[src/rtl/dpbm_consts.svh]
`ifndef DPBM_CONSTS_SVH
`define DPBM_CONSTS_SVH

// Pin ownership selections for the shared pins.
`define DPBM_OWNER_GPIO 2'h0
`define DPBM_OWNER_SLAVE 2'h1
`define DPBM_OWNER_DISP 2'h2

// Signalling style selections.
`define DPBM_STYLE_8080 1'h0
`define DPBM_STYLE_6800 1'h1

// Access phase lengths, in nanoseconds, and derived clock counts at 25 ns.
`define DPBM_CLK_NS 25
`define DPBM_SETUP_NS 50
`define DPBM_STROBE_NS 100
`define DPBM_HOLD_NS 50
`define DPBM_SETUP_CYC ((`DPBM_SETUP_NS + `DPBM_CLK_NS - 1) / `DPBM_CLK_NS)
`define DPBM_STROBE_CYC ((`DPBM_STROBE_NS + `DPBM_CLK_NS - 1) / `DPBM_CLK_NS)
`define DPBM_HOLD_CYC ((`DPBM_HOLD_NS + `DPBM_CLK_NS - 1) / `DPBM_CLK_NS)
`define DPBM_CNT_W 4

`endif

[src/rtl/dpbm_pkg.sv]
`default_nettype none
package dpbm_pkg;

typedef enum logic [1:0] {st_idle, st_setup, st_strobe, st_hold} dpbm_state_type;

typedef struct packed {
    logic read;
    logic reg_sel;
    logic [7:0] wdata;
} dpbm_req_type;

typedef struct packed {
    logic [7:0] data_out;
    logic data_oe_n;
    logic read_or_enable;
    logic write_or_rw;
    logic chip_select_n;
    logic reg_select;
} dpbm_pins_type;

typedef struct packed {
    dpbm_state_type state;
    logic [3:0] count;
    dpbm_req_type req;
    dpbm_pins_type pins;
    logic style;
    logic ready;
    logic own;
    logic done;
    logic [7:0] rdata;
    logic [7:0] sync1;
    logic [7:0] sync2;
    logic [7:0] sync3;
    logic [7:0] bus_seen;
} dpbm_regs_type;

endpackage
`default_nettype wire

[src/rtl/dpbm_master.sv]
// Behaviour
// 8080: read strobe low during reads
// 6800: enable high during every access
// 8080: write strobe low during writes
// 6800: rw low write, high read
// Chip select low during access only
// Register select held whole access
// Drive data on write, release on read
// Style select; own pins when selected or while an access is in progress
`timescale 1ns/1ps
`default_nettype none
`include "dpbm_consts.svh"

module dpbm_master (
    input wire logic clk,
    input wire logic sys_rst,
    input wire logic [1:0] pin_owner,
    input wire logic style_6800,
    input wire logic req_valid,
    input wire dpbm_pkg::dpbm_req_type req,
    output logic req_ready,
    output logic rsp_done,
    output logic [7:0] rsp_rdata,
    input wire logic [7:0] disp_data_bus_in,
    output var dpbm_pkg::dpbm_pins_type disp_pins,
    output logic disp_own
);

    dpbm_pkg::dpbm_regs_type r;
    dpbm_pkg::dpbm_regs_type next_r;
    logic owned;

    // ------------------------------------------------------------
    // Idle pin levels
    // ------------------------------------------------------------
    function automatic dpbm_pkg::dpbm_pins_type idle_pins(input logic style);
        dpbm_pkg::dpbm_pins_type p;
        p.data_out = 8'h00;
        p.data_oe_n = 1'b1;
        p.read_or_enable = (style == `DPBM_STYLE_6800) ? 1'b0 : 1'b1;
        p.write_or_rw = 1'b1;
        p.chip_select_n = 1'b1;
        p.reg_select = 1'b0;
        return p;
    endfunction

    assign owned = (pin_owner == `DPBM_OWNER_DISP);

    // ------------------------------------------------------------
    // Access sequencer
    // ------------------------------------------------------------
    always_comb
    begin
        next_r = r;
        next_r.done = 1'b0;
        // The display bus comes from pins; a byte counts once two stages agree.
        next_r.sync1 = disp_data_bus_in;
        next_r.sync2 = r.sync1;
        next_r.sync3 = r.sync2;
        if (r.sync2 == r.sync3)
        begin
            next_r.bus_seen = r.sync3;
        end
        next_r.own = owned || (r.state != dpbm_pkg::st_idle);
        case (r.state)
            dpbm_pkg::st_idle:
            begin
                next_r.style = style_6800;
                next_r.pins = idle_pins(style_6800);
                next_r.ready = 1'b1;
                if (req_valid && owned)
                begin
                    next_r.req = req;
                    next_r.ready = 1'b0;
                    next_r.state = dpbm_pkg::st_setup;
                    next_r.count = 4'(`DPBM_SETUP_CYC - 1);
                    next_r.pins.chip_select_n = 1'b0;
                    next_r.pins.reg_select = req.reg_sel;
                    next_r.pins.data_out = req.wdata;
                    next_r.pins.data_oe_n = req.read;
                    if (style_6800 == `DPBM_STYLE_6800)
                    begin
                        next_r.pins.write_or_rw = req.read;
                    end
                end
            end
            dpbm_pkg::st_setup:
            begin
                if (r.count == 4'h0)
                begin
                    next_r.state = dpbm_pkg::st_strobe;
                    next_r.count = 4'(`DPBM_STROBE_CYC - 1);
                    if (r.style == `DPBM_STYLE_6800)
                    begin
                        next_r.pins.read_or_enable = 1'b1;
                    end
                    else if (r.req.read)
                    begin
                        next_r.pins.read_or_enable = 1'b0;
                    end
                    else
                    begin
                        next_r.pins.write_or_rw = 1'b0;
                    end
                end
                else
                begin
                    next_r.count = r.count - 4'h1;
                end
            end
            dpbm_pkg::st_strobe:
            begin
                if (r.count == 4'h0)
                begin
                    next_r.state = dpbm_pkg::st_hold;
                    next_r.count = 4'(`DPBM_HOLD_CYC - 1);
                    next_r.rdata = r.bus_seen;
                    next_r.pins.read_or_enable = (r.style == `DPBM_STYLE_6800) ? 1'b0 : 1'b1;
                    if (r.style == `DPBM_STYLE_8080)
                    begin
                        next_r.pins.write_or_rw = 1'b1;
                    end
                end
                else
                begin
                    next_r.count = r.count - 4'h1;
                end
            end
            dpbm_pkg::st_hold:
            begin
                if (r.count == 4'h0)
                begin
                    next_r.state = dpbm_pkg::st_idle;
                    next_r.pins = idle_pins(r.style);
                    next_r.done = 1'b1;
                    next_r.ready = 1'b1;
                end
                else
                begin
                    next_r.count = r.count - 4'h1;
                end
            end
            default:
            begin
                next_r.state = dpbm_pkg::st_idle;
            end
        endcase
    end

    always_ff @(posedge clk)
    begin
        if (sys_rst)
        begin
            r.state <= dpbm_pkg::st_idle;
            r.count <= 4'h0;
            r.req <= '0;
            r.pins <= {8'h00, 1'b1, 1'b1, 1'b1, 1'b1, 1'b0};
            r.style <= `DPBM_STYLE_8080;
            r.ready <= 1'b1;
            r.own <= 1'b0;
            r.done <= 1'b0;
            r.rdata <= 8'h00;
            r.sync1 <= 8'h00;
            r.sync2 <= 8'h00;
            r.sync3 <= 8'h00;
            r.bus_seen <= 8'h00;
        end
        else
        begin
            r <= next_r;
        end
    end

    assign req_ready = r.ready;
    assign rsp_done = r.done;
    assign rsp_rdata = r.rdata;
    assign disp_pins = r.pins;
    assign disp_own = r.own;

    // ------------------------------------------------------------
    // Checks
    // ------------------------------------------------------------
    property p_rd8080;
        @(posedge clk) disable iff (sys_rst)
        (r.state == dpbm_pkg::st_strobe && r.style == 1'b0 && r.req.read)
        |-> !disp_pins.read_or_enable && disp_pins.write_or_rw;
    endproperty
    a_rd8080: assert property (p_rd8080) else $error("8080 read strobe wrong");

    property p_en6800;
        @(posedge clk) disable iff (sys_rst)
        (r.state == dpbm_pkg::st_strobe && r.style == 1'b1) |-> disp_pins.read_or_enable;
    endproperty
    a_en6800: assert property (p_en6800) else $error("6800 enable not high");

    property p_wr8080;
        @(posedge clk) disable iff (sys_rst)
        (r.state == dpbm_pkg::st_strobe && r.style == 1'b0 && !r.req.read)
        |-> !disp_pins.write_or_rw && disp_pins.read_or_enable;
    endproperty
    a_wr8080: assert property (p_wr8080) else $error("8080 write strobe wrong");

    property p_rw6800;
        @(posedge clk) disable iff (sys_rst)
        (r.style == 1'b1 && !disp_pins.chip_select_n) |-> disp_pins.write_or_rw == r.req.read;
    endproperty
    a_rw6800: assert property (p_rw6800) else $error("6800 rw level wrong");

    property p_cs;
        @(posedge clk) disable iff (sys_rst)
        disp_pins.chip_select_n == (r.state == dpbm_pkg::st_idle);
    endproperty
    a_cs: assert property (p_cs) else $error("chip select mismatch");

    property p_rs;
        @(posedge clk) disable iff (sys_rst)
        (!disp_pins.chip_select_n && $past(!disp_pins.chip_select_n))
        |-> $stable(disp_pins.reg_select);
    endproperty
    a_rs: assert property (p_rs) else $error("register select moved");

    property p_data;
        @(posedge clk) disable iff (sys_rst)
        !disp_pins.chip_select_n |-> disp_pins.data_oe_n == r.req.read;
    endproperty
    a_data: assert property (p_data) else $error("data drive wrong");

    property p_own;
        @(posedge clk) disable iff (sys_rst)
        (req_valid && req_ready && !owned && r.state == dpbm_pkg::st_idle)
        |=> r.state == dpbm_pkg::st_idle;
    endproperty
    a_own: assert property (p_own) else $error("access without pin ownership");

endmodule

`default_nettype wire

[config.mk]
export PLATFORM = sky130hd
export DESIGN_NAME = dpbm_master
export DESIGN_NICKNAME = d
export VERILOG_FILES = /design/src/rtl/dpbm_pkg.sv /design/src/rtl/dpbm_master.sv
export VERILOG_INCLUDE_DIRS = /design/src /design/src/rtl
export SDC_FILE = /design/constraint.sdc
export NUM_CORES = 1
export LEC_CHECK = 0
export BUFFER_PORTS_ARGS = -buffer_cell sky130_fd_sc_hd__buf_2
export CORE_UTILIZATION = 55
export CTS_CLUSTER_SIZE = 30
export DETAILED_ROUTE_END_ITERATION = 12
export PLACE_DENSITY = 0.91
export SLEW_MARGIN = 20
export SYNTH_ARGS = -nofsm -noshare
export SYNTH_HDL_FRONTEND = slang
export SYNTH_SLANG_ARGS = --single-unit
[constraint.sdc]
create_clock -name clk -period 3.76 [get_ports clk]
set_clock_uncertainty 0.15 [all_clocks]
set_input_delay 0.752 -clock clk [delete_from_list [all_inputs] [get_ports clk]]
set_output_delay 0.752 -clock clk [all_outputs]
set_load 0.005 [all_outputs]
==> reports/results.ini, run 1 <==
[clock_tree]
cts-root-buf = clkbuf_8
cts_tree = done
post_cts_buffers = 0
clock_sinks = 63
cts_made_buffers = 9
clockBufferDepth = 2
clk_pin_slew_ns = 0.07
ctsHoldBuffers = 0
htree_num_levels = 3
cts_resized = 0
clock_latency_ns = 0.32

[synth]
post_synth_num_cell_types = 39
syn-cell-area_um2 = 2604
synthCells = 275
synthesis.nets = 305
synthAdderAreaFrac_pct = 2.883
yosys-top-cells-area = dfxtp_1 (48%), mux2i_1 (6.9%), nor2b_1 (6.2%)
postSynthAreaPerCell_um2 = 9.468
yosysTopAreaCell = dfxtp_1
synth-xor-area-share_pct = 2.691
synth-compound-area-share_pct = 7.977
synthMuxAreaShare_pct = 7.785
netlist.area_leader.share_pct = 48.44
yosysWarnings = 0
synthSimpleGateAreaFrac_pct = 21.29
yosysSeqAreaShare_pct = 48.44
ys_ff_latch = 63
synth_top_family_by_area = simple AND/OR/NAND/NOR gates

[die]
dieHeight_um = 70.81
die_area_um2 = 5013
row_count = 24
initial_core_util_pct = 58.59
io_pins = 48
dieWidth_um = 70.81
core-area_um2 = 4444

[route]
drt_pass1_iterations = 6
drt-initial-drc-count = 158
vias = 1821
ant_nets = 0
wl_per_cell_um = 11.69
viasPerCell = 5.072
drc_errors = 0
routed_wl_mm = 4.197

[layout]
antenna_cells = 0
finalNetCount = 332
syn2layout_area_growth_pct = 11.73
drive_gt1_share_pct = 22.80

[sta]
slew_viol_final = 0
max_freq_ghz = 0.4791
hold_viol = 0
finalCriticalPeriod_ns = 2.087
finalSetupTns_ns = 0
max_slew_margin_pct = 59.26
setup_violations = 0
grt_setup_unrepaired = no
worstMarginPinSlew_ns = 0.6104
fin_ws_ns = 1.673
period_share_pct = 55.51

[critical_path]
worstSetupEndpointType = register
crit_fanout = 16
reg2reg_from = r[71]$_SDFFE_PP0P_
r2r_end = disp_pins[1]$_SDFFE_PP1P_
start_kind = register
reg2reg_depth = 5
crit_arrival_ns = 2.16
crit_type = register to register
required_ns = 3.83
r2r_slack_ns = 1.67

[power]
vdd.ir_drop.worst_v = 0.0003878
powerDensity_nw_per_um2 = 616.1
p_leak_nw = 1.188

[global_routing]
grt_max_degree = 46
antenna_found_initial = 0
grtUsageTotal_pct = 18.41
grt_pass1_vias = 1726
gr-total-overflow = 0
grt_pass1_wl_mm = 7.217

[placement]
dp_slack_ns = 1.655
port_buffers = 47
gp_congestion = 0.8362
dp_hpwl_mm = 2.883

[job]
drv_cap = 0

[worst_hold_path]
hold_path_depth = 1
worstHoldStart = next_r[20]$_SDFF_PP0_
min_path_type = register to register
holdPathEnd = next_r[12]$_SDFF_PP0_

[status]
outcome = finished, final reports clean

-- cell usage after synthesis --
master,count
a221o_1,1
nor3b_1,1
o31a_1,1
a211oi_1,2
nor2_1,15
o21ai_0,3
nand2_1,39
nor4_1,2
buf_6,1
nand4_1,2
nor3_1,8
dfxtp_1,63
or3b_4,1
o21ai_1,2
clkbuf_1,6
buf_1,1
o21ai_2,1
buf_4,21
nand2b_1,2
nand3b_1,4
o32a_1,1
or3_1,1
nor3b_4,1
mux2i_1,18
ha_1,6
and2_1,2
xnor2_1,8
nor2b_1,26
a22oi_2,1
and3b_1,1
a21o_1,2
nor2_2,1
mux2i_4,1
nand3_1,2
buf_2,3
a211o_1,1
a21oi_1,17
inv_1,6
a41oi_1,1
-- final cells by class --
| type | count | area, µm² |
|---|---|---|
| clock inverters | 5 | 56.30 |
| inverters | 6 | 22.52 |
| well taps | 52 | 65.06 |
| multi-input cells | 174 | 1110 |
| repair buffers | 48 | 242.7 |
| fillers | 362 | 1535 |
| flip-flops and latches | 63 | 1261 |
| clock buffers | 11 | 151.4 |
-- cells in the final DEF (no fill, tap or decap), types with 2 or more instances in the layout --
master	netlist	final
a211oi_1	2	2
clkinv_2	0	2
o21ai_0	3	3
clkbuf_8	0	11
nand3_1	2	2
nor2_1	15	15
nor2b_1	26	26
nor4_1	2	2
nand2b_1	2	2
buf_2	3	47
xnor2_1	8	8
nand4_1	2	2
a21o_1	2	2
inv_1	6	6
and2_1	2	2
a21oi_1	17	17
nand2_1	39	39
dfxtp_1	63	63
ha_1	6	6
mux2i_1	18	18
nand3b_1	4	4
nor3_1	8	8
o21ai_1	2	2
-- worst max-delay path, stage by stage (launching register included) --
cell	delay [ns]
dfxtp_1	0.38
inv_1	0.08
ha_1	0.41
mux2i_4	0.54
o21ai_2	0.22
a21o_1	0.21
-- worst max path at each step --
| stage | from | to |
|---|---|---|
| after floorplan | sys_rst | disp_pins[1]$_SDFFE_PP1P_ |
| after global placement | r[71]$_SDFFE_PP0P_ | disp_pins[1]$_SDFFE_PP1P_ |
| after detailed placement | r[71]$_SDFFE_PP0P_ | disp_pins[1]$_SDFFE_PP1P_ |
| after CTS | r[71]$_SDFFE_PP0P_ | disp_pins[1]$_SDFFE_PP1P_ |
| after global routing | r[71]$_SDFFE_PP0P_ | disp_pins[1]$_SDFFE_PP1P_ |
| final | r[71]$_SDFFE_PP0P_ | disp_pins[1]$_SDFFE_PP1P_ |
-- registers in the layout, summed over array words and instances, names as in the netlist --
register   cells
r             24
next_r        16
disp_own       1
rsp_done       1
rsp_rdata      8
disp_pins     13
-- through the flow --
| step | area [µm²] | total power [W] | std cells | hold WS [ns] | util, % |
|---|---|---|---|---|---|
| floorplan | 2604 | 0.001163 | 275 | 0.2638 | - |
| global placement | 2701 | 0.001199 | 343 | 0.2667 | 60.78 |
| detailed placement | 2701 | 0.001217 | 343 | 0.2723 | 60.78 |
| CTS | 2909 | 0.001806 | 359 | 0.2879 | 65.46 |
| global route | 2909 | 0.001894 | 359 | 0.3067 | 65.46 |
| finish | 2909 | 0.001792 | 359 | 0.2855 | 65.46 |
-- logic make-up (layout without fill, tap and decap cells) --
family / after synthesis / count (layout)
simple gates: 108 / 108
flops: 63 / 63
buf+inv: 38 / 70
compound gates: 33 / 33
mux: 19 / 19
xor+xnor: 8 / 8
fa+ha+maj: 6 / 6
-- power by group --
group / switching, W / internal [W]
Sequential: 0.0000386 / 0.000729
Clock: 0.000247 / 0.000341
Combinational: 0.000240 / 0.000198
-- metal layers --
layer  share of wire [%]  global-route usage [%]  wire (µm)
met2                  45                   28.95       1906
met3                 4.9                   6.410        204
met5                   0                       0          0
met1                  48                   22.11       2009
met4                 1.8                   10.22         75
No activity file was read; power rests on OpenSTA's default activity.
==> run 2, diff against run 1 <==
Settings changed: CORE_UTILIZATION 55 to 54, PLACE_DENSITY 0.91 to 0.9.
Clock period 3.76 ns to 1.98 ns, I/O delays scaled along.
==> run 2 against run 1 <==
Compared with the run above:
- sequential cell count is the same
- register-to-register slack lost 1.6 ns
- global-route usage grew 0.60 points
- via count grew 2.5%
- first-iteration DRC count shrank 22%
- critical path depth grew 2
- hold slack lost 0.18 ns
- core utilization grew 0.18 points
- sequential power grew 90%
- clock power grew 89%
- combinational power grew 120%
- maximum frequency grew 11%
- largest power group unchanged
- highest routed layer unchanged
==> reports/results.ini, run 2 (synthesis results as in run 1) <==
[status]
outcome = finished, final reports clean

[power]
p_int_w = 0.002479  ; +96%
sequentialPowerShare_pct = 41.5  ; -1.3 points
powerDensity_nw_per_um2 = 1189  ; +93%
combinationalPowerShare_pct = 26.9  ; +2.5 points
p_sw_w = 0.001035  ; +97%
p_leak_nw = 1.206  ; +1.5%
vdd.ir_drop.worst_v = 0.0005643  ; +46%
switching_share_pct = 29.47  ; +0.17 points
pwr-share-clk_pct = 31.6  ; -1.2 points

[layout]
layout_commonest_cell = dfxtp_1
multi_input_area_um2 = 1117  ; +0.68%
fin_area_um2 = 2957  ; +1.6%
finalNetCount = 337  ; +1.5%
largest_reg_flops = 24  ; unchanged
layout_common_cells = dfxtp_1 (63), buf_2 (47), nand2_1 (39), nor2b_1 (26), mux2i_1 (18)
antenna_cells = 0  ; unchanged
num-fill-cells = 339  ; -6.4%
top_register = r
seqCellArea_um2 = 1261  ; unchanged
drive_gt1_share_pct = 24.44  ; +1.6 points
syn2layout_area_growth_pct = 13.55

[die]
dieWidth_um = 71.44  ; +0.90%
io_pins = 48  ; unchanged
core-area_um2 = 4504  ; +1.4%
initial_core_util_pct = 57.81  ; -0.78 points
row_count = 24  ; unchanged
die_area_um2 = 5104  ; +1.8%
dieHeight_um = 71.44  ; +0.90%

[critical_path]
cp-startpoint = r[68]$_SDFFE_PP0P_
worstSetupEndpointType = register
path_cells = inv_1, ha_1, nor3b_4, mux2i_4, buf_12, nand3b_1, a21oi_1
crit_arrival_ns = 2.00  ; -0.16 ns
start_kind = register
cpPeakStageDelay_ns = 0.39  ; -0.15 ns
cp_top_family = simple AND/OR/NAND/NOR gates
crit_type = register to register
slowest_stage = nor3b_4
path_buf_inv = 2  ; +1
reg2reg_from = r[68]$_SDFFE_PP0P_
crit_fanout = 12  ; -4
required_ns = 2.11  ; -1.72 ns

[clock_tree]
cts-root-buf = clkbuf_8
cts_made_buffers = 9  ; unchanged
clockBufferDepth = 2  ; unchanged
cts_tree = done
clock_latency_ns = 0.35  ; +0.03 ns
ctsHoldBuffers = 0  ; unchanged
clk_pin_slew_ns = 0.06  ; about the same
clock_sinks = 63  ; unchanged
htree_num_levels = 3  ; unchanged

[job]
drv_cap = 0  ; unchanged

[route]
routed_wl_mm = 4.398  ; +4.8%
vias = 1866  ; +2.5%
drt_pass1_iterations = 4  ; -2
wl_per_cell_um = 12.12  ; +3.6%
drc_errors = 0  ; unchanged
viasPerCell = 5.140  ; +1.3%
ant_nets = 0  ; unchanged
drt-initial-drc-count = 123  ; -22%

[sta]
worstMarginPinSlew_ns = 0.5349  ; -0.07550 ns
hold_viol = 0  ; unchanged
slew_viol_final = 0  ; unchanged
finalCriticalPeriod_ns = 1.878  ; -0.2094 ns
grt_setup_unrepaired = no
max_slew_margin_pct = 64.30  ; +5.0 points
finalSetupTns_ns = 0  ; unchanged
setup_violations = 0  ; unchanged
max_freq_ghz = 0.5325  ; +11%
period_share_pct = 94.85  ; +39 points

[placement]
dpl_cell_area_um2 = 2751  ; +1.9%
port_buffers = 47  ; unchanged
dp_hpwl_mm = 3.032  ; +5.2%
gp_congestion = 0.8529  ; +2.0%

[global_routing]
gr-total-overflow = 0  ; unchanged
grt_pass1_vias = 1718  ; -0.46%
grt_max_degree = 46  ; unchanged
grt_pass1_wl_mm = 7.251  ; +0.47%
grtUsageTotal_pct = 19.01  ; +0.60 points
antenna_found_initial = 0  ; unchanged

[worst_hold_path]
worstHoldStart = disp_data_bus_in[2]
min_path_type = input pin to register

-- run 2: cell types whose count changed in the layout (fill, tap and decap cells not counted), sizes merged --
cell	before	now
buf	48	53
clkbuf	11	12
clkinv	3	1
-- run 2: what timing repair did --
item | 4_1_cts | 5_1_grt
endpoints found under the hold margin | 0 | 0
resized for setup | 0 | 3
setup buffers | 0 | 0
endpoints found under the setup margin | 0 | 5
-- run 2: layout make-up --
| cell class | count | area share [%] |
|---|---|---|
| multi-input cells | 174 | 37.79 |
| clock inverters | 3 | 1.439 |
| inverters | 6 | 0.7617 |
| clock buffers | 12 | 5.248 |
| flip-flops and latches | 63 | 42.66 |
| repair buffers | 53 | 9.903 |
| well taps | 52 | 2.201 |
-- run 2: power groups by stage --
stage | combinational (W) | clock (W) | sequential (W)
global placement | 0.000884 | 0 | 0.00148
finish | 0.000944 | 0.00111 | 0.00146
floorplan | 0.000735 | 0 | 0.00147
global route | 0.00103 | 0.00118 | 0.00147
CTS | 0.000930 | 0.00112 | 0.00146
detailed placement | 0.000926 | 0 | 0.00148
-- run 2: per-layer routing --
layer | vias up | track usage, % | part of all wire [%]
met5 | - | 0 | 0
met4 | 0 | 13.33 | 2.9
met3 | 13 | 6.751 | 6.7
met2 | 63 | 31.64 | 47
met1 | 836 | 20.11 | 44
li1 | 954 | - | -
-- run 2: through the flow --
stage	instances	hold slack, ns	total power (W)	util, %	worst slack [ns]
2_1_floorplan	275	0.2638	0.002208	-	0.1967
6_report	363	0.1045	0.003514	65.64	0.1021
5_1_grt	363	0.1021	0.003688	65.64	0.007039
3_5_place_dp	348	0.2753	0.002411	61.08	0.04864
4_1_cts	363	0.09881	0.003510	65.47	0.03924
3_3_place_gp	348	0.2667	0.002359	61.08	0.1400
-- run 2: final timing paths --
kind | end | depth (start not counted) | slack [ns]
max | disp_pins[9]$_SDFFE_PP0P_ | 7 | 0.10
min | next_r[18]$_SDFF_PP0_ | 2 | 0.10
max reg2reg | disp_pins[9]$_SDFFE_PP0P_ | 7 | 0.10
min reg2reg | next_r[15]$_SDFF_PP0_ | 1 | 0.29
